$ cat src/isoad_pkg.sv
// constants for the isolator address decode and loop glue
package isoad_pkg;
    // address windows, compared on the full 16-bit address
    localparam logic [15:0] STATION_ADDR = 16'h0200;
    localparam logic [15:0] LOOP1_LO = 16'h0300;
    localparam logic [15:0] LOOP1_HI = 16'h03ff;
    localparam logic [15:0] LOOP2_LO = 16'h0400;
    localparam logic [15:0] LOOP2_HI = 16'h04ff;
    localparam logic [15:0] LOOP3_LO = 16'h0500;
    localparam logic [15:0] LOOP3_HI = 16'h05ff;
    localparam logic [15:0] BANK1_LO = 16'h2000;
    localparam logic [15:0] BANK1_HI = 16'h3fff;
    localparam logic [15:0] BANK2_LO = 16'h4000;
    localparam logic [15:0] BANK2_HI = 16'h5fff;
    localparam logic [15:0] BANK3_LO = 16'h6000;
    localparam logic [15:0] BANK3_HI = 16'h7fff;
    localparam logic [15:0] ROM_LO = 16'h8000;
    localparam logic [15:0] ROM_HI = 16'hffff;
    // station code field
    localparam int STATION_BITS = 6;
    // loop register select: bit 0 of the address
    localparam int REG_SEL_BIT = 0;
    // timing at 200 MHz
    localparam int CLK_PERIOD_NS = 5;
    localparam int WATCHDOG_MS = 100;
    localparam int WATCHDOG_CYCLES = WATCHDOG_MS * 1000000 / CLK_PERIOD_NS;
    // shortened strobe: active phase-two cycles skipped at its start
    localparam int SHORT_DELAY_CYCLES = 1;
endpackage : isoad_pkg

$ cat src/isoad_watchdog.sv
// retriggerable one-shot that idles the loop 1 transmit line
`timescale 1ns/1ps
`default_nettype none
module isoad_watchdog #(
    parameter int PERIOD_CYCLES = isoad_pkg::WATCHDOG_CYCLES
) (
    // clock and reset
    input wire logic sys_clk,
    input wire logic sys_rst,
    // transmit path
    input wire logic tx_data_in,
    output logic tx_data_out,
    output logic timed_out
);
    // state of the one-shot
    typedef struct packed {
        logic [31:0] count;   // cycles left in the period
        logic prev_tx;        // last transmit level, for edge detect
        logic expired;        // forcing term toward idle high
        logic tx_out;         // registered line output
    } isoad_wd_state_t;

    isoad_wd_state_t st_reg;
    isoad_wd_state_t st_next;

    // activity detect: either edge of the transmit line counts as activity
    always_comb
    begin
        st_next = st_reg;
        st_next.prev_tx = tx_data_in;
        if (tx_data_in != st_reg.prev_tx)
        begin
            // any activity retriggers and releases the force
            st_next.count = 32'(PERIOD_CYCLES);
            st_next.expired = 1'b0;
        end
        else if (st_reg.count != 32'h0)
        begin
            st_next.count = st_reg.count - 32'h1;
            if (st_reg.count == 32'h1)
            begin
                st_next.expired = 1'b1;
            end
        end
        // or of port data with the forcing term
        st_next.tx_out = tx_data_in | st_next.expired;
    end

    // register the state; reset lands idle high so a stuck port is safe
    always_ff @(posedge sys_clk)
    begin
        if (sys_rst)
        begin
            st_reg <= '{count: 32'h0, prev_tx: 1'b1, expired: 1'b1,
                        tx_out: 1'b1};
        end
        else
        begin
            st_reg <= st_next;
        end
    end

    assign tx_data_out = st_reg.tx_out;
    assign timed_out = st_reg.expired;

    // once forced, the line stays high until the port moves again;
    // a change in the same cycle releases the force, so it is excluded
    AST_WD_FORCE: assert property (
        @(posedge sys_clk) disable iff (sys_rst)
        (st_reg.expired && tx_data_in == st_reg.prev_tx) |=> tx_data_out)
        else $error("forced idle not seen on transmit output");
    // a quiet line is forced exactly when the period runs out
    AST_WD_EXPIRE: assert property (
        @(posedge sys_clk) disable iff (sys_rst)
        (st_reg.count == 32'h1 && tx_data_in == st_reg.prev_tx) |=>
        timed_out)
        else $error("one-shot did not expire at end of period");
    // with no force, output follows the port
    AST_WD_PASS: assert property (
        @(posedge sys_clk) disable iff (sys_rst)
        (!st_next.expired |-> ##1 (tx_data_out == $past(tx_data_in))))
        else $error("transmit data not passed through");
endmodule : isoad_watchdog
`default_nettype wire

$ cat src/isoad_top.sv
// address decode, transceiver steering and loop glue of the isolator
// Summary of operation
// - loop one select for 300-3FF
// - loop two select for 400-4FF
// - monitor port select for 500-5FF
// - one RAM bank per 8K window
// - program ROM for 8000-FFFF
// - read at 200 drives station code
// - six switches give codes 00-3F
// - port selects are active low
// - address bit 0 picks data or control
// - transfers complete on phase-two falling edge
// - port raises interrupt on full receiver
// - transceiver direction follows read or write
// - retriggerable 100 ms one-shot on activity
// - expiry forces loop one transmit high
// - resumed traffic passes through OR
// - loops one, two duplex; loop three receive
// - receiver gives 0 when plus below minus
// - short phase-two strobe for early write
`timescale 1ns/1ps
`default_nettype none
module isoad_top #(
    parameter int WATCHDOG_CYCLES = isoad_pkg::WATCHDOG_CYCLES
) (
    // clock and reset
    input wire logic sys_clk,
    input wire logic sys_rst,
    // processor bus
    input wire logic [15:0] cpu_addr,
    input wire logic cpu_read_write,
    input wire logic cpu_phase_two,
    input wire logic cpu_valid_addr,
    // station code switches
    input wire logic [5:0] station_switches,
    // selects and steering
    output logic first_loop_select_n,
    output logic second_loop_select_n,
    output logic monitor_port_select_n,
    output logic ram_bank_one_select,
    output logic ram_bank_two_select,
    output logic ram_bank_three_select,
    output logic rom_select,
    output logic station_code_read_enable,
    output logic [7:0] station_data_out,
    output logic station_data_oe,
    output logic xcvr_to_cpu,
    output logic xcvr_enable,
    output logic port_reg_select,
    output logic port_read_write,
    output logic port_enable_strobe,
    output logic short_write_strobe,
    // port interrupts merged for the processor
    input wire logic [2:0] port_irq_n,
    output logic cpu_irq_n,
    // loop serial lines
    input wire logic loop1_port_tx,
    input wire logic loop2_port_tx,
    input wire logic [2:0] loop_rx_plus_below_minus,
    output logic loop1_tx_line,
    output logic loop2_tx_line,
    output logic [2:0] loop_port_rx,
    output logic loop1_tx_forced
);
    // inclusive window test used by every select but the station code
    function automatic logic in_window(input logic [15:0] a,
                                       input logic [15:0] lo,
                                       input logic [15:0] hi);
        in_window = (a >= lo) && (a <= hi);
    endfunction : in_window

    // all registered state of the block
    typedef struct packed {
        logic sel1_n;
        logic sel2_n;
        logic sel3_n;
        logic bank1;          // first ram bank chosen
        logic bank2;          // second ram bank chosen
        logic bank3;          // third ram bank chosen
        logic rom;
        logic station_en;
        logic [7:0] station_q;
        logic to_cpu;
        logic xcvr_en;
        logic reg_sel;
        logic rw;
        logic enable;
        logic prev_phase;
        logic short_q;
        logic irq_n;
        logic loop2_tx;
        logic [2:0] rx;
    } isoad_state_t;

    isoad_state_t st_reg;
    isoad_state_t st_next;
    logic any_sel;

    // decode of the address bus, one process so all selects agree
    always_comb
    begin
        st_next = st_reg;
        // selects only while the processor marks the address valid
        st_next.sel1_n = !(cpu_valid_addr &&
            in_window(cpu_addr, isoad_pkg::LOOP1_LO,
                      isoad_pkg::LOOP1_HI));
        st_next.sel2_n = !(cpu_valid_addr &&
            in_window(cpu_addr, isoad_pkg::LOOP2_LO,
                      isoad_pkg::LOOP2_HI));
        st_next.sel3_n = !(cpu_valid_addr &&
            in_window(cpu_addr, isoad_pkg::LOOP3_LO,
                      isoad_pkg::LOOP3_HI));
        // windows are disjoint, so only one bank is ever chosen
        st_next.bank1 = cpu_valid_addr && in_window(cpu_addr,
            isoad_pkg::BANK1_LO, isoad_pkg::BANK1_HI);
        st_next.bank2 = cpu_valid_addr && in_window(cpu_addr,
            isoad_pkg::BANK2_LO, isoad_pkg::BANK2_HI);
        st_next.bank3 = cpu_valid_addr && in_window(cpu_addr,
            isoad_pkg::BANK3_LO, isoad_pkg::BANK3_HI);
        st_next.rom = cpu_valid_addr && in_window(cpu_addr,
            isoad_pkg::ROM_LO, isoad_pkg::ROM_HI);
        // station code only on a read of its single address
        st_next.station_en = cpu_valid_addr && cpu_read_write &&
            (cpu_addr == isoad_pkg::STATION_ADDR);
        // six switches, upper data bits read as zero
        st_next.station_q = st_next.station_en ?
            {2'h0, station_switches} : 8'h00;
        // transceiver faces the cpu on reads, memory on writes
        st_next.xcvr_en = st_next.bank1 || st_next.bank2 ||
            st_next.bank3 || st_next.rom;
        st_next.to_cpu = st_next.xcvr_en && cpu_read_write;
        // register select and direction passed to the ports
        st_next.reg_sel = cpu_addr[isoad_pkg::REG_SEL_BIT];
        st_next.rw = cpu_read_write;
        // port enable follows phase two so the transfer ends on its fall
        st_next.enable = cpu_phase_two;
        st_next.prev_phase = cpu_phase_two;
        // short strobe: phase two minus its first cycle, writes only
        st_next.short_q = cpu_phase_two && st_reg.prev_phase &&
            !cpu_read_write;
        // any port with a full receiver pulls the interrupt low
        st_next.irq_n = &port_irq_n;
        // loop two transmits as is; loop three has no transmit
        st_next.loop2_tx = loop2_port_tx;
        // comparator result: plus below minus gives a zero
        st_next.rx = ~loop_rx_plus_below_minus;
    end

    // register everything; reset deselects all and idles the lines high
    always_ff @(posedge sys_clk)
    begin
        if (sys_rst)
        begin
            st_reg <= '{sel1_n: 1'b1, sel2_n: 1'b1, sel3_n: 1'b1,
                        bank1: 1'b0, bank2: 1'b0, bank3: 1'b0, rom: 1'b0,
                        station_en: 1'b0, station_q: 8'h00,
                        to_cpu: 1'b0, xcvr_en: 1'b0, reg_sel: 1'b0,
                        rw: 1'b1, enable: 1'b0, prev_phase: 1'b0,
                        short_q: 1'b0, irq_n: 1'b1, loop2_tx: 1'b1,
                        rx: 3'h7};
        end
        else
        begin
            st_reg <= st_next;
        end
    end

    // loop one transmit goes through the idle watchdog
    isoad_watchdog #(
        .PERIOD_CYCLES(WATCHDOG_CYCLES)
    ) u_watchdog (
        .sys_clk(sys_clk),
        .sys_rst(sys_rst),
        .tx_data_in(loop1_port_tx),
        .tx_data_out(loop1_tx_line),
        .timed_out(loop1_tx_forced)
    );

    // output wiring from the state
    assign first_loop_select_n = st_reg.sel1_n;
    assign second_loop_select_n = st_reg.sel2_n;
    assign monitor_port_select_n = st_reg.sel3_n;
    assign ram_bank_one_select = st_reg.bank1;
    assign ram_bank_two_select = st_reg.bank2;
    assign ram_bank_three_select = st_reg.bank3;
    assign rom_select = st_reg.rom;
    assign station_code_read_enable = st_reg.station_en;
    assign station_data_out = st_reg.station_q;
    assign station_data_oe = st_reg.station_en;
    assign xcvr_to_cpu = st_reg.to_cpu;
    assign xcvr_enable = st_reg.xcvr_en;
    assign port_reg_select = st_reg.reg_sel;
    assign port_read_write = st_reg.rw;
    assign port_enable_strobe = st_reg.enable;
    assign short_write_strobe = st_reg.short_q;
    assign cpu_irq_n = st_reg.irq_n;
    assign loop2_tx_line = st_reg.loop2_tx;
    assign loop_port_rx = st_reg.rx;

    // helper for the unmapped check
    assign any_sel = !st_reg.sel1_n || !st_reg.sel2_n || !st_reg.sel3_n ||
        st_reg.bank1 || st_reg.bank2 || st_reg.bank3 || st_reg.rom ||
        st_reg.station_en;

    // a loop one address selects that port and not its neighbour
    AST_LOOP1_SEL: assert property (
        @(posedge sys_clk) disable iff (sys_rst)
        (cpu_valid_addr && cpu_addr[15:8] == 8'h03) |=>
        (!first_loop_select_n && second_loop_select_n))
        else $error("loop one select wrong in its window");
    // a loop two address selects that port and not its neighbour
    AST_LOOP2_SEL: assert property (
        @(posedge sys_clk) disable iff (sys_rst)
        (cpu_valid_addr && cpu_addr[15:8] == 8'h04) |=>
        (!second_loop_select_n && monitor_port_select_n))
        else $error("loop two select wrong in its window");
    // a monitor port address selects the receive-only port
    AST_MON_SEL: assert property (
        @(posedge sys_clk) disable iff (sys_rst)
        (cpu_valid_addr && cpu_addr[15:8] == 8'h05) |=>
        (!monitor_port_select_n && first_loop_select_n))
        else $error("monitor select wrong in its window");
    // two memories on the bus at once would fight over the data
    AST_ONE_BANK: assert property (
        @(posedge sys_clk) disable iff (sys_rst)
        $onehot0({ram_bank_one_select, ram_bank_two_select,
                  ram_bank_three_select, rom_select}))
        else $error("more than one memory select active");
    // the top ram window maps to the third bank
    AST_BANK_MAP: assert property (
        @(posedge sys_clk) disable iff (sys_rst)
        (cpu_valid_addr && cpu_addr[15:13] == 3'h3) |=>
        ram_bank_three_select)
        else $error("third bank not chosen");
    // the whole upper half of the map is program store
    AST_ROM_SEL: assert property (
        @(posedge sys_clk) disable iff (sys_rst)
        (cpu_valid_addr && cpu_addr[15]) |=> (rom_select && xcvr_enable))
        else $error("rom not selected in upper half");
    // a read of the code address puts the switches on the bus
    AST_STATION: assert property (
        @(posedge sys_clk) disable iff (sys_rst)
        (cpu_valid_addr && cpu_read_write &&
        cpu_addr == isoad_pkg::STATION_ADDR) |=>
        (station_data_oe &&
        station_data_out == {2'h0, $past(station_switches)}))
        else $error("station code not driven on read");
    // a write never turns the switch buffer on
    AST_STN_WRITE: assert property (
        @(posedge sys_clk) disable iff (sys_rst)
        (cpu_valid_addr && !cpu_read_write) |=> !station_data_oe)
        else $error("station code driven during a write");
    // only six switches, so the top two data bits read zero
    AST_STN_WIDTH: assert property (
        @(posedge sys_clk) disable iff (sys_rst)
        (station_data_out[7:6] == 2'h0))
        else $error("station code above six bits");
    // register select follows address bit 0; skip the reset edge
    AST_REG_SEL: assert property (
        @(posedge sys_clk) disable iff (sys_rst)
        !$past(sys_rst) |-> (port_reg_select == $past(cpu_addr[0])))
        else $error("register select not from address bit 0");
    // transceiver faces the processor only for memory reads
    AST_XCVR_DIR: assert property (
        @(posedge sys_clk) disable iff (sys_rst)
        (xcvr_enable |-> (xcvr_to_cpu == port_read_write)))
        else $error("transceiver direction wrong");
    // short strobe only inside a write phase two, after its first cycle
    AST_SHORT: assert property (
        @(posedge sys_clk) disable iff (sys_rst)
        (short_write_strobe |-> (port_enable_strobe &&
            $past(port_enable_strobe) && !port_read_write)))
        else $error("short strobe outside write phase two");
    // addresses 1000-1FFF below the ram windows, or no valid address, select nothing
    AST_UNMAPPED: assert property (
        @(posedge sys_clk) disable iff (sys_rst)
        (cpu_addr[15:12] == 4'h1 || !cpu_valid_addr) |=>
        (!any_sel && !xcvr_enable))
        else $error("select active for unmapped address");
    // the holes 0000-01FF below the station code and 0600-07FF above the port windows stay quiet
    AST_LOW_GAP: assert property (
        @(posedge sys_clk) disable iff (sys_rst)
        (cpu_addr[15:9] == 7'h00 || cpu_addr[15:9] == 7'h03) |=>
        (!any_sel && !xcvr_enable))
        else $error("select active in a low address hole");
    // receiver output inverts the comparator; skip the reset edge
    AST_RX: assert property (
        @(posedge sys_clk) disable iff (sys_rst)
        !$past(sys_rst) |->
        (loop_port_rx == ~$past(loop_rx_plus_below_minus)))
        else $error("receiver polarity wrong");
    // loop two transmit passes through a single register
    AST_TX2: assert property (
        @(posedge sys_clk) disable iff (sys_rst)
        !$past(sys_rst) |-> (loop2_tx_line == $past(loop2_port_tx)))
        else $error("loop two transmit not passed on");
    // any port with a full receiver reaches the processor
    AST_IRQ: assert property (
        @(posedge sys_clk) disable iff (sys_rst)
        (port_irq_n != 3'h7) |=> !cpu_irq_n)
        else $error("port interrupt not passed on");
    // with every port quiet the request is released
    AST_IRQ_IDLE: assert property (
        @(posedge sys_clk) disable iff (sys_rst)
        (port_irq_n == 3'h7) |=> cpu_irq_n)
        else $error("interrupt held with no port requesting");
endmodule : isoad_top
`default_nettype wire

$ cat config.mk
export PLATFORM = sky130hd
export DESIGN_NAME = isoad_top
export DESIGN_NICKNAME = d
export VERILOG_FILES = /design/src/isoad_pkg.sv /design/src/isoad_watchdog.sv /design/src/isoad_top.sv
export SDC_FILE = /design/constraint.sdc
export NUM_CORES = 1
export LEC_CHECK = 0
export BUFFER_PORTS_ARGS = -buffer_cell sky130_fd_sc_hd__buf_2
export CAP_MARGIN = 20
export CORE_ASPECT_RATIO = 1.4
export CORE_MARGIN = 8
export CORE_UTILIZATION = 57
export DETAILED_ROUTE_END_ITERATION = 8
export GPL_TIMING_DRIVEN = 0
export HOLD_SLACK_MARGIN = 0.12
export PLACE_DENSITY = 0.85
export SLEW_MARGIN = 20
export SYNTH_ARGS = -nofsm -noshare
export SYNTH_HDL_FRONTEND = slang
export SYNTH_HIERARCHICAL = 1
export SYNTH_SLANG_ARGS = --single-unit
$ cat constraint.sdc
create_clock -name sys_clk -period 6.6 [get_ports sys_clk]
set_input_delay 0.66 -clock sys_clk [delete_from_list [all_inputs] [get_ports sys_clk]]
set_output_delay 0.66 -clock sys_clk [all_outputs]
set_load 0.005 [all_outputs]
==> results of run 1 <==
==> Yosys cell counts, types with 4 or more instances <==
| cell type | number | area share, % |
|---|---|---|
| inv_1 | 4 | 0.57 |
| buf_4 | 5 | 1.4 |
| nor4_1 | 7 | 1.7 |
| nand2_1 | 12 | 1.7 |
| a31oi_1 | 7 | 1.7 |
| or3_1 | 23 | 5.5 |
| nor2_1 | 13 | 1.9 |
| or4_1 | 17 | 4.9 |
| or2_2 | 4 | 0.95 |
| clkbuf_1 | 5 | 0.72 |
| nor4b_1 | 4 | 1.3 |
| dfxtp_1 | 60 | 46 |
| o31ai_1 | 9 | 2.6 |
| nor3_1 | 8 | 1.5 |
| a21oi_1 | 15 | 2.9 |
| nand2b_1 | 6 | 1.4 |
| o21ai_0 | 7 | 1.3 |
| and3_1 | 7 | 1.7 |
| and2_1 | 4 | 0.95 |
| nor2b_1 | 4 | 0.95 |
| nand3_1 | 6 | 1.1 |
==> placed cells by master, fill, tap and decap left out, drive strengths merged, types with 3 or more instances in the layout <==
cell / count
a211oi: 3
a21oi: 15
a31oi: 7
and2: 5
and3: 7
buf: 70
bufinv: 3
clkbuf: 14
dfxtp: 60
ha: 3
inv: 5
mux2i: 3
nand2: 12
nand2b: 6
nand3: 6
nor2: 13
nor2b: 4
nor3: 10
nor4: 9
nor4b: 4
o21a: 3
o21ai: 10
o31a: 3
o31ai: 9
or2: 4
or3: 23
or4: 20
==> worst register-to-register path, cell delays in order (launching register included) <==
cell and delay (ps):
dfxtp_1 350, or4_4 580, or4b_1 520, buf_2 180, nor3_2 380, buf_4 260, buf_4 210, nor4_1 60
o21a_1 170
==> power by group through the flow <==
| stage | Sequential (W) | Combinational, W | Clock [W] |
|---|---|---|---|
| final | 0.000402 | 0.000160 | 0.000404 |
| after global routing | 0.000404 | 0.000179 | 0.000426 |
| after CTS | 0.000401 | 0.000158 | 0.000410 |
| after detailed placement | 0.000409 | 0.000156 | 0 |
| after global placement | 0.000407 | 0.000152 | 0 |
| after floorplan | 0.000405 | 0.000110 | 0 |
==> routing by layer <==
| layer | vias to the layer above | global-route usage, % | part of all wire [%] |
|---|---|---|---|
| met4 | 0 | 14.88 | 2.9 |
| met3 | 16 | 9.385 | 8.6 |
| met5 | - | 0 | 0 |
| li1 | 1207 | - | - |
| met2 | 111 | 35.08 | 51 |
| met1 | 1158 | 19.29 | 38 |
==> kinds of logic after synthesis <==
| family | share of synthesized area (%) |
|---|---|
| adder cells (fa/ha/maj) | 1.433 |
| multiplexers | 1.146 |
| AND/OR/NAND/NOR | 32.14 |
| buffers and inverters | 3.295 |
| AO/OA/AOI/OAI | 14.99 |
| XOR/XNOR | 1.003 |
| flip-flops | 45.85 |
| other | 0.1431 |
==> per-stage QoR <==
stage	total power, W	instance area [µm²]	cells	setup slack (ps)
floorplan	0.0005152	2624	280	4167
global placement	0.0005595	3012	404	3817
detailed placement	0.0005653	3012	404	3848
CTS	0.0009699	3259	420	3827
global route	0.001008	3259	420	3670
finish	0.0009661	3259	420	3801
==> how the worst max path moves through the flow <==
stage | start | endpoint | slack, ps | cells past startpoint
2_1_floorplan | u_watchdog/st_reg[20] | u_watchdog/st_reg[33] | 4170 | 6
3_3_place_gp | u_watchdog/st_reg[20] | u_watchdog/st_reg[12] | 3820 | 8
3_5_place_dp | u_watchdog/st_reg[20] | u_watchdog/st_reg[12] | 3850 | 8
4_1_cts | u_watchdog/st_reg[20] | u_watchdog/st_reg[12] | 3830 | 8
5_1_grt | u_watchdog/st_reg[20] | u_watchdog/st_reg[12] | 3670 | 8
6_report | u_watchdog/st_reg[20] | u_watchdog/st_reg[12] | 3800 | 8
==> cell type report <==
cell class                      count  area share [%]
Clock buffer                        9           3.800
Tap cell                           62           2.380
Multi-Input combinational cell    203           41.00
Sequential cell                    60           36.85
Timing Repair Buffer               62           9.520
Clock inverter                      7           3.800
Buffer                             13           2.188
Inverter                            4          0.4607
==> flow_metrics.py, run 1 <==
metrics = {
    "outcome": {
        "outcome": "completed",
    },
    "global_route": {
        "grt_use_total_pct": 20.66,
        "global_route.overflow_total": 0,
        "grt_max_degree": 17,
        "via_count_of_the_first_global_routing_pass": 2554,
        "initial_antenna_violation_count": 0,
        "global_route_wire_length_before_repair_um": 11070,
    },
    "sta": {
        "slew_violations": 0,
        "setup-tns-final_ps": 0,
        "max_slew_margin_pct": 47.49,
        "layout_worst_path_cycle_share_pct": 42.41,
        "finClkSkew_ps": 8.417,
        "setup_violations_final": 0,
        "fin_crit_ps": 2799,
        "timing.hold.ws_ps": 474.6,
        "fmax_ghz": 0.3573,
        "final-hold-violation-count": 0,
        "grt_setup_unrepaired": "no",
        "max_slew.worst_pin.slew_ps": 782.1,
    },
    "power": {
        "seq_power_share_pct": 41.6,
        "powerDensity_nw_per_um2": 296.4,
        "power_switching_w": 0.0002652,
        "ir_drop_mv": 0.2730,
        "switching_share_pct": 27.45,
        "p_leak_nw": 1.353,
        "power.clock.fraction_pct": 41.8,
        "pwr-share-comb_pct": 16.6,
        "power.internal_w": 0.0007009,
    },
    "detailed_routing": {
        "ant_nets": 0,
        "detail_route.wl_per_cell_um": 16.31,
        "routed_vias": 2492,
        "first_iter_violations": 152,
        "vias_per_cell": 5.933,
        "pre_repair_dr_iteration_count": 4,
        "post-route-drc-count": 0,
        "final_routed_wirelength_across_all_metal_layers_um": 6850,
    },
    "clock_network": {
        "clock_tree.root_cell": "clkbuf_8",
        "cts-buffers-inserted": 9,
        "cts_max_level": 3,
        "cts.path.max_buffers": 2,
        "clock_transition_at_the_registers_of_the_reported_paths_ps": 70,
        "cts_resized": 0,
        "holdBufCountCts": 0,
        "worst_skew_pair.late_latency_ps": 340,
        "cts_num_sinks": 60,
        "postCtsSetupBuffers": 0,
        "clock_tree_from_tritoncts": "built",
    },
    "worst_hold_path": {
        "min_delay_worst_endpoint": "u_watchdog/st_reg[18]",
        "worstHoldPathCells": 2,
        "min_path_type": "reg2reg",
        "worstHoldStart": "u_watchdog/st_reg[18]",
    },
    "setup_path": {
        "peak_per_stage_delay_on_the_critical_path_ps": 580,
        "worstReg2RegStart": "u_watchdog/st_reg[20]",
        "path_class": "reg2reg",
        "crit_path_frequent_cell": "buf_4",
        "setup.reg_to_reg.worst_slack_ps": 3800,
        "timing.critical_path.to_type": "register",
        "timing.critical_path.arrival_ps": 3030,
        "path_cells": "or4_4 > or4b_1 > buf_2 > nor3_2 > buf_4 > buf_4 > nor4_1 > o21a_1",
        "critical_path_buffers_and_inverters": 3,
        "reg2reg_to": "u_watchdog/st_reg[12]",
        "worst_path_max_delay_cell": "or4_4",
        "startpoint_type": "register",
        "r2r_cells": 8,
        "worstPathMaxFanout": 10,
        "critPathRequiredTime_ps": 6830,
        "cpLargestDelayFamily": "simple AND/OR/NAND/NOR gates",
    },
    "die": {
        "core.rowCount": 29,
        "boundaryPins": 65,
        "design.die.area_um2": 7053,
        "die_h_um": 96.22,
        "start_util_pct": 58.70,
        "core-area_um2": 4463,
        "dieWidth_um": 73.30,
    },
    "finish": {
        "drive_gt1_share_pct": 28.21,
        "multiInputGateArea_um2": 1336,
        "ff_latch_area_um2": 1201,
        "nets": 391,
        "fill_cells": 355,
        "final_core_utilization_pct": 73.03,
        "antenna_cells": 0,
        "area.growth.synth_to_final_pct": 24.40,
        "largest_register_ffs": 33,
    },
    "logic_synthesis": {
        "synth_seq_area_share_pct": 45.85,
        "netlist_area_um2": 2620,
        "synth-edff-count": 0,
        "async_reset_ff_share_pct": 0,
        "synthesis.area_per_instance_um2": 9.391,
        "number_of_warnings_printed_during_yosys_synthesis": 6,
        "postSynth.topFlopCell": "dfxtp_1",
        "synthDistinctLibCells": 52,
        "ys_seq_elements": 60,
        "synthCells": 279,
    },
    "placement": {
        "portBuffers": 62,
        "detailedPlacementHpwl_um": 5030,
        "place.gp.congestion": 0.8876,
    },
    "job": {
        "drv_cap": 0,
    },
}
(Power assumes the default switching activity.)
==> inputs of run 2 (changes only) <==
--- a/config.mk
+++ b/config.mk
@@ -5,15 +5,16 @@
 export SDC_FILE = /design/constraint.sdc
 export NUM_CORES = 1
 export LEC_CHECK = 0
+export ABC_AREA = 1
 export BUFFER_PORTS_ARGS = -buffer_cell sky130_fd_sc_hd__buf_2
 export CAP_MARGIN = 20
 export CORE_ASPECT_RATIO = 1.4
 export CORE_MARGIN = 8
-export CORE_UTILIZATION = 57
+export CORE_UTILIZATION = 54
 export DETAILED_ROUTE_END_ITERATION = 8
 export GPL_TIMING_DRIVEN = 0
 export HOLD_SLACK_MARGIN = 0.12
-export PLACE_DENSITY = 0.85
+export PLACE_DENSITY = 0.79
 export SLEW_MARGIN = 20
 export SYNTH_ARGS = -nofsm -noshare
 export SYNTH_HDL_FRONTEND = slang
==> constraint.sdc (replaced) <==
create_clock -name sys_clk -period 2.7 [get_ports sys_clk]
set_input_delay 0.27 -clock sys_clk [delete_from_list [all_inputs] [get_ports sys_clk]]
set_output_delay 0.27 -clock sys_clk [all_outputs]
set_load 0.005 [all_outputs]
==> flow_metrics.py, run 2 <==
metrics = {
    "sta": {
        "max_slew_margin_pct": 66.32,
        "max_slew.worst_pin.slew_ps": 505.2,
        "setup-tns-final_ps": 0,
        "layout_worst_path_cycle_share_pct": 59.55,
        "slew_violations": 0,
        "grt_setup_unrepaired": "no",
        "fin_crit_ps": 1608,
        "finClkSkew_ps": 5.005,
        "timing.hold.ws_ps": 138.0,
        "final-hold-violation-count": 0,
        "setup_violations_final": 0,
        "fmax_ghz": 0.6219,
    },
    "detailed_routing": {
        "routed_vias": 2904,
        "routed-wl-met2_um": 3953,
        "vias_per_cell": 4.998,
        "detail_route.wl_per_cell_um": 12.96,
        "final_routed_wirelength_across_all_metal_layers_um": 7528,
        "ant_nets": 0,
        "first_iter_violations": 184,
        "route.met3.wl_um": 506,
        "post-route-drc-count": 0,
        "pre_repair_dr_iteration_count": 5,
        "met1_length_um": 2825,
        "maxUsedRoutingLayer": "met4",
    },
    "clock_network": {
        "postCtsSetupBuffers": 0,
        "clock_tree_from_tritoncts": "built",
        "cts_num_sinks": 60,
        "worst_skew_pair.late_latency_ps": 330,
        "cts.path.max_buffers": 2,
        "cts-buffers-inserted": 9,
        "cts_max_level": 3,
        "clock_tree.root_cell": "clkbuf_8",
        "clock_transition_at_the_registers_of_the_reported_paths_ps": 60,
    },
    "die": {
        "dieWidth_um": 79.87,
        "core-area_um2": 5525,
        "die_h_um": 105.4,
        "core.rowCount": 32,
        "design.die.area_um2": 8420,
        "start_util_pct": 55.82,
        "boundaryPins": 65,
    },
    "finish": {
        "layout_commonest_cell": "nand2_1",
        "largest_register_ffs": 33,
        "multiInputGateArea_um2": 1619,
        "drive_gt1_share_pct": 28.46,
        "antenna_cells": 0,
        "ff_latch_area_um2": 1201,
        "layout.cells.most_common_list": "nand2_1, nor2_1, buf_2",
        "area.growth.synth_to_final_pct": 20.89,
        "nets": 547,
        "fill_cells": 473,
    },
    "placement": {
        "portBuffers": 62,
        "place.gp.congestion": 0.8921,
        "detailedPlacementHpwl_um": 5977,
    },
    "logic_synthesis": {
        "number_of_warnings_printed_during_yosys_synthesis": 6,
        "synthDistinctLibCells": 34,
        "postSynth.topFlopCell": "dfxtp_1",
        "synth_simple_gate_area_share_pct": 41.78,
        "synthesis.area_per_instance_um2": 7.156,
        "synth_most_common_cell": "nand2_1",
        "netlist_area_um2": 3084,
        "async_reset_ff_share_pct": 0,
        "ys_top_cells_by_count": "nand2_1, nor2_1, dfxtp_1",
        "netlist.area_leader.share_pct": 38.95,
        "post_synthesis_share_of_cell_area_spent_on_full_adders_half_adders_and_majority_gates_pct": 1.217,
        "synth-edff-count": 0,
        "synth_top_cell_by_area": "dfxtp_1",
        "ys_seq_elements": 60,
        "synth_compound_area_share_pct": 4.949,
        "synth_mux_area_share_pct": 0,
        "synthXorXnorAreaFrac_pct": 4.300,
        "synthCells": 431,
        "largest_family_of_logic_cells_by_synthesized_area": "simple AND/OR/NAND/NOR gates",
        "synth_seq_area_share_pct": 38.95,
        "post_synth_main_area_contributors": "dfxtp_1, nand2_1, nor2_1",
    },
    "power": {
        "power_switching_w": 0.0008057,
        "ir_drop_mv": 0.4324,
        "powerDensity_nw_per_um2": 666.5,
        "seq_power_share_pct": 40.0,
        "p_leak_nw": 1.863,
        "pwr-share-comb_pct": 26.0,
        "power.internal_w": 0.001680,
        "power.clock.fraction_pct": 34.0,
        "switching_share_pct": 32.42,
    },
    "global_route": {
        "global_route.overflow_total": 0,
        "initial_antenna_violation_count": 0,
        "grt_max_degree": 11,
        "global_route_wire_length_before_repair_um": 12610,
        "via_count_of_the_first_global_routing_pass": 3011,
        "grt_use_total_pct": 18.90,
    },
    "setup_path": {
        "setup.reg_to_reg.worst_slack_ps": 1090,
        "critical_path_buffers_and_inverters": 1,
        "worstPathMaxFanout": 6,
        "timing.critical_path.arrival_ps": 1810,
        "cpLargestDelayFamily": "simple AND/OR/NAND/NOR gates",
        "critPathRequiredTime_ps": 2900,
        "peak_per_stage_delay_on_the_critical_path_ps": 370,
        "timing.critical_path.to_type": "register",
        "path_class": "reg2reg",
        "worst_path_max_delay_cell": "dfxtp_1",
        "startpoint_type": "register",
        "path_cells": "inv_2 > ha_1 > nand2_2 > nor2_4 > nand2_2 > o21ai_1 > nand2_1 > nand2_1 > nor2_1",
    },
    "outcome": {
        "outcome": "completed",
    },
    "job": {
        "drv_cap": 0,
    },
    "worst_hold_path": {
        "min_path_type": "in2reg",
    },
}
## run 2: layer usage
layer / vias to the layer above / track usage [%]
li1: 1478 / -
met1: 1298 / 18.11
met2: 107 / 34.31
met3: 21 / 5.867
met4: 0 / 10.44
met5: - / 0
## run 2: cell type report
| type | count | area share [%] |
|---|---|---|
| tap | 68 | 2.282 |
| buffer | 9 | 1.846 |
| timing repair buffer | 66 | 9.396 |
| sequential | 60 | 32.21 |
| multi-input combinational | 310 | 43.42 |
| inverter | 53 | 5.336 |
| clock inverter | 5 | 2.081 |
| clock buffer | 10 | 3.423 |
## run 2: final timing paths
check,from,end,cells after the start
worst max register to register,u_watchdog/st_reg[3],u_watchdog/st_reg[29],9
worst min-delay path,cpu_read_write,short_write_strobe,2
worst min register to register,st_reg[6],short_write_strobe,2
worst max-delay path,u_watchdog/st_reg[3],u_watchdog/st_reg[29],9
## run 2: logic make-up (layout without fill, tap and decap cells)
| kind of cell | count (synthesis) | after routing |
|---|---|---|
| adders and majority gates | 3 | 3 |
| DFF | 60 | 60 |
| xor gates and xnor gates | 13 | 13 |
| other | 1 | 2 |
| AOI/OAI and AO/OA | 26 | 26 |
| buffers and inverters | 62 | 143 |
| and+or+nand+nor | 266 | 266 |
## run 2: through the flow
step | cells | setup slack [ps] | util (%) | instance area [µm²] | total power [W]
after CTS | 581 | 1099 | 67.48 | 3729 | 0.002502
after floorplan | 432 | 1341 | - | 3088 | 0.001492
after global routing | 581 | 935.5 | 67.48 | 3729 | 0.002633
after global placement | 562 | 902.3 | 63.04 | 3483 | 0.001631
final | 581 | 1092 | 67.48 | 3729 | 0.002485
after detailed placement | 562 | 856.0 | 63.04 | 3483 | 0.001647
## run 2: worst reg2reg max path: cells and delay by family, from the launching register on
kind | cells | cell delay, ps
simple gates | 6 | 610
flops | 1 | 370
fa+ha+maj | 1 | 260
compound gates | 1 | 140
buf+inv | 1 | 110
## run 2: repair_timing
action,CTS,global route
resized for setup,0,0
endpoints found under the setup margin,0,0
hold endpoints to repair,4,0
hold buffers,4,0
## run 2: power by group through the flow
stage	Clock, W	Sequential [W]	Combinational [W]
4_1_cts	0.000863	0.000993	0.000646
2_1_floorplan	0	0.00100	0.000490
3_5_place_dp	0	0.00101	0.000635
6_report	0.000844	0.000994	0.000647
3_3_place_gp	0	0.00101	0.000620
5_1_grt	0.000907	0.000999	0.000727
==> inputs of run 3 (changes only) <==
==> constraint.sdc (replaced) <==
create_clock -name sys_clk -period 1.6 [get_ports sys_clk]
set_input_delay 0.16 -clock sys_clk [delete_from_list [all_inputs] [get_ports sys_clk]]
set_output_delay 0.16 -clock sys_clk [all_outputs]
set_load 0.005 [all_outputs]
==> flow_metrics.py, run 3 (synthesized netlist as in run 2, its figures left out) <==
metrics = {
    "clock_network": {
        "clock_tree_from_tritoncts": "built",
        "cts_max_level": 3,
        "cts.path.max_buffers": 2,
        "clock_transition_at_the_registers_of_the_reported_paths_ps": 70,
        "worst_skew_pair.late_latency_ps": 330,
        "cts-buffers-inserted": 9,
        "cts_num_sinks": 60,
        "clock_tree.root_cell": "clkbuf_8",
    },
    "power": {
        "p_leak_nw": 2.001,
        "ir_drop_mv": 0.7643,
        "powerDensity_nw_per_um2": 1068,
        "total_power_w": 0.004315,
    },
    "die": {
        "die_h_um": 105.4,
        "design.die.area_um2": 8420,
        "core.rowCount": 32,
        "core-area_um2": 5525,
        "start_util_pct": 55.82,
        "boundaryPins": 65,
        "dieWidth_um": 79.87,
    },
    "global_route": {
        "initial_antenna_violation_count": 0,
        "global_route.overflow_total": 0,
        "global_route_wire_length_before_repair_um": 14570,
        "grt_use_total_pct": 22.03,
        "grt_max_degree": 11,
        "via_count_of_the_first_global_routing_pass": 3297,
    },
    "setup_path": {
        "critPathRequiredTime_ps": 1790,
        "timing.critical_path.to_type": "register",
        "r2r_cells": 10,
        "peak_per_stage_delay_on_the_critical_path_ps": 540,
        "setup.reg_to_reg.worst_slack_ps": 110,
        "path_cells": "dlygate4sd3_1 > buf_2 > xnor2_4 > nand2_1 > clkbuf_1 > nor2_1",
        "timing.critical_path.arrival_ps": 1760,
        "worstSetupEndpoint": "u_watchdog/st_reg[28]",
        "setup.worst_path.start": "loop1_port_tx",
        "worst_path_max_delay_cell": "dlygate4sd3_1",
        "reg2reg_to": "u_watchdog/st_reg[6]",
        "worstPathMaxFanout": 10,
        "startpoint_type": "input pin",
        "worstReg2RegStart": "u_watchdog/st_reg[3]",
        "path_class": "in2reg",
    },
    "sta": {
        "setup-tns-final_ps": 0,
        "timing.hold.ws_ps": 157.7,
        "slew_violations": 0,
        "max_slew_margin_pct": 64.98,
        "final-hold-violation-count": 0,
        "layout_worst_path_cycle_share_pct": 97.74,
        "grt_setup_unrepaired": "yes",
        "fin_crit_ps": 1564,
        "finClkSkew_ps": 9.759,
        "max_slew.worst_pin.slew_ps": 525.4,
        "fmax_ghz": 0.6395,
        "setup_violations_final": 0,
        "final.setup.worst_slack_ps": 36.16,
    },
    "worst_hold_path": {
        "min_path_type": "in2reg",
        "worstHoldPathCells": 2,
    },
    "detailed_routing": {
        "first_iter_violations": 203,
        "routed-wl-met2_um": 4926,
        "pre_repair_dr_iteration_count": 4,
        "vias_per_cell": 5.159,
        "routed_vias": 3142,
        "met1_length_um": 3282,
        "ant_nets": 0,
        "route.met3.wl_um": 566,
        "post-route-drc-count": 0,
        "detail_route.wl_per_cell_um": 15.01,
        "final_routed_wirelength_across_all_metal_layers_um": 9142,
        "maxUsedRoutingLayer": "met4",
    },
    "placement": {
        "detailedPlace.worstSlack_ps": -134.0,
        "detailedPlacementHpwl_um": 5977,
        "place.gp.congestion": 0.8921,
        "portBuffers": 62,
        "place_area_um2": 3483,
    },
    "finish": {
        "layout_commonest_cell": "nand2_1",
        "fill_cells": 407,
        "largest_register_ffs": 33,
        "nets": 575,
        "cell_area_after_layout_um2": 4040,
        "drive_gt1_share_pct": 28.65,
        "area.growth.synth_to_final_pct": 30.99,
        "layout.cells.most_common_list": "nand2_1, nor2_1, buf_2",
        "antenna_cells": 0,
    },
    "job": {
        "drv_cap": 0,
    },
    "outcome": {
        "outcome": "completed",
    },
}
run 3: changes by cell type in the layout (fill, tap and decap cells not counted), moves of 2 or more:
cell and delta:
dlygate4sd3_1 +26, nor2_1 -3, buf_4 +2, nor2_2 +2
run 3: final cells by class:
type | instances | area [µm²] | share of cell area [%]
multi-input cells | 310 | 1652 | 40.88
flip-flops and latches | 60 | 1202 | 29.76
repair buffers | 94 | 625.6 | 15.48
inverters | 53 | 198.9 | 4.924
clock buffers | 10 | 127.6 | 3.159
well taps | 68 | 85.08 | 2.106
clock inverters | 5 | 77.57 | 1.920
plain buffers | 9 | 71.32 | 1.765
run 3: through the flow:
step | std cells | utilization, %
CTS | 608 | 72.42
floorplan | 432 | -
detailed placement | 562 | 63.04
finish | 609 | 73.12
global route | 609 | 73.12
global placement | 562 | 63.04
run 3: where the power goes:
group          leakage (nW)  internal (W)  switching [W]
registers             0.492       0.00158      0.0000967
clock network         0.102      0.000863       0.000580
logic                  1.41      0.000448       0.000744
total                  2.00       0.00289        0.00142
run 3: what timing repair did:
| item | CTS | global route |
|---|---|---|
| buffers inserted | 0 | 2 |
| pin swaps | 0 | 4 |
| hold endpoints to repair | 24 | 0 |
| resized for setup | 1 | 11 |
| hold buffers | 31 | 0 |
| setup endpoints to repair | 1 | 15 |
run 3: worst min path at each step:
stage,startpoint,end,slack (ps)
after global routing,sys_rst,loop2_tx_line,160
after floorplan,loop_rx_plus_below_minus[0],loop_port_rx[0],230
final,sys_rst,loop2_tx_line,160
after global placement,loop_rx_plus_below_minus[0],loop_port_rx[0],330
after detailed placement,loop_rx_plus_below_minus[1],loop_port_rx[1],330
after CTS,sys_rst,loop2_tx_line,120
run 3: layer usage:
| layer | up-vias | track usage [%] |
|---|---|---|
| met5 | - | 0 |
| met4 | 0 | 12.79 |
| met3 | 32 | 7.398 |
| met2 | 128 | 40.85 |
| met1 | 1455 | 19.79 |
| li1 | 1527 | - |
run 3: worst max-delay path: cells and delay by family:
| family | cells | cell delay [ps] |
|---|---|---|
| buffers and inverters | 3 | 1140 |
| AND/OR/NAND/NOR | 2 | 260 |
| XOR/XNOR | 1 | 180 |
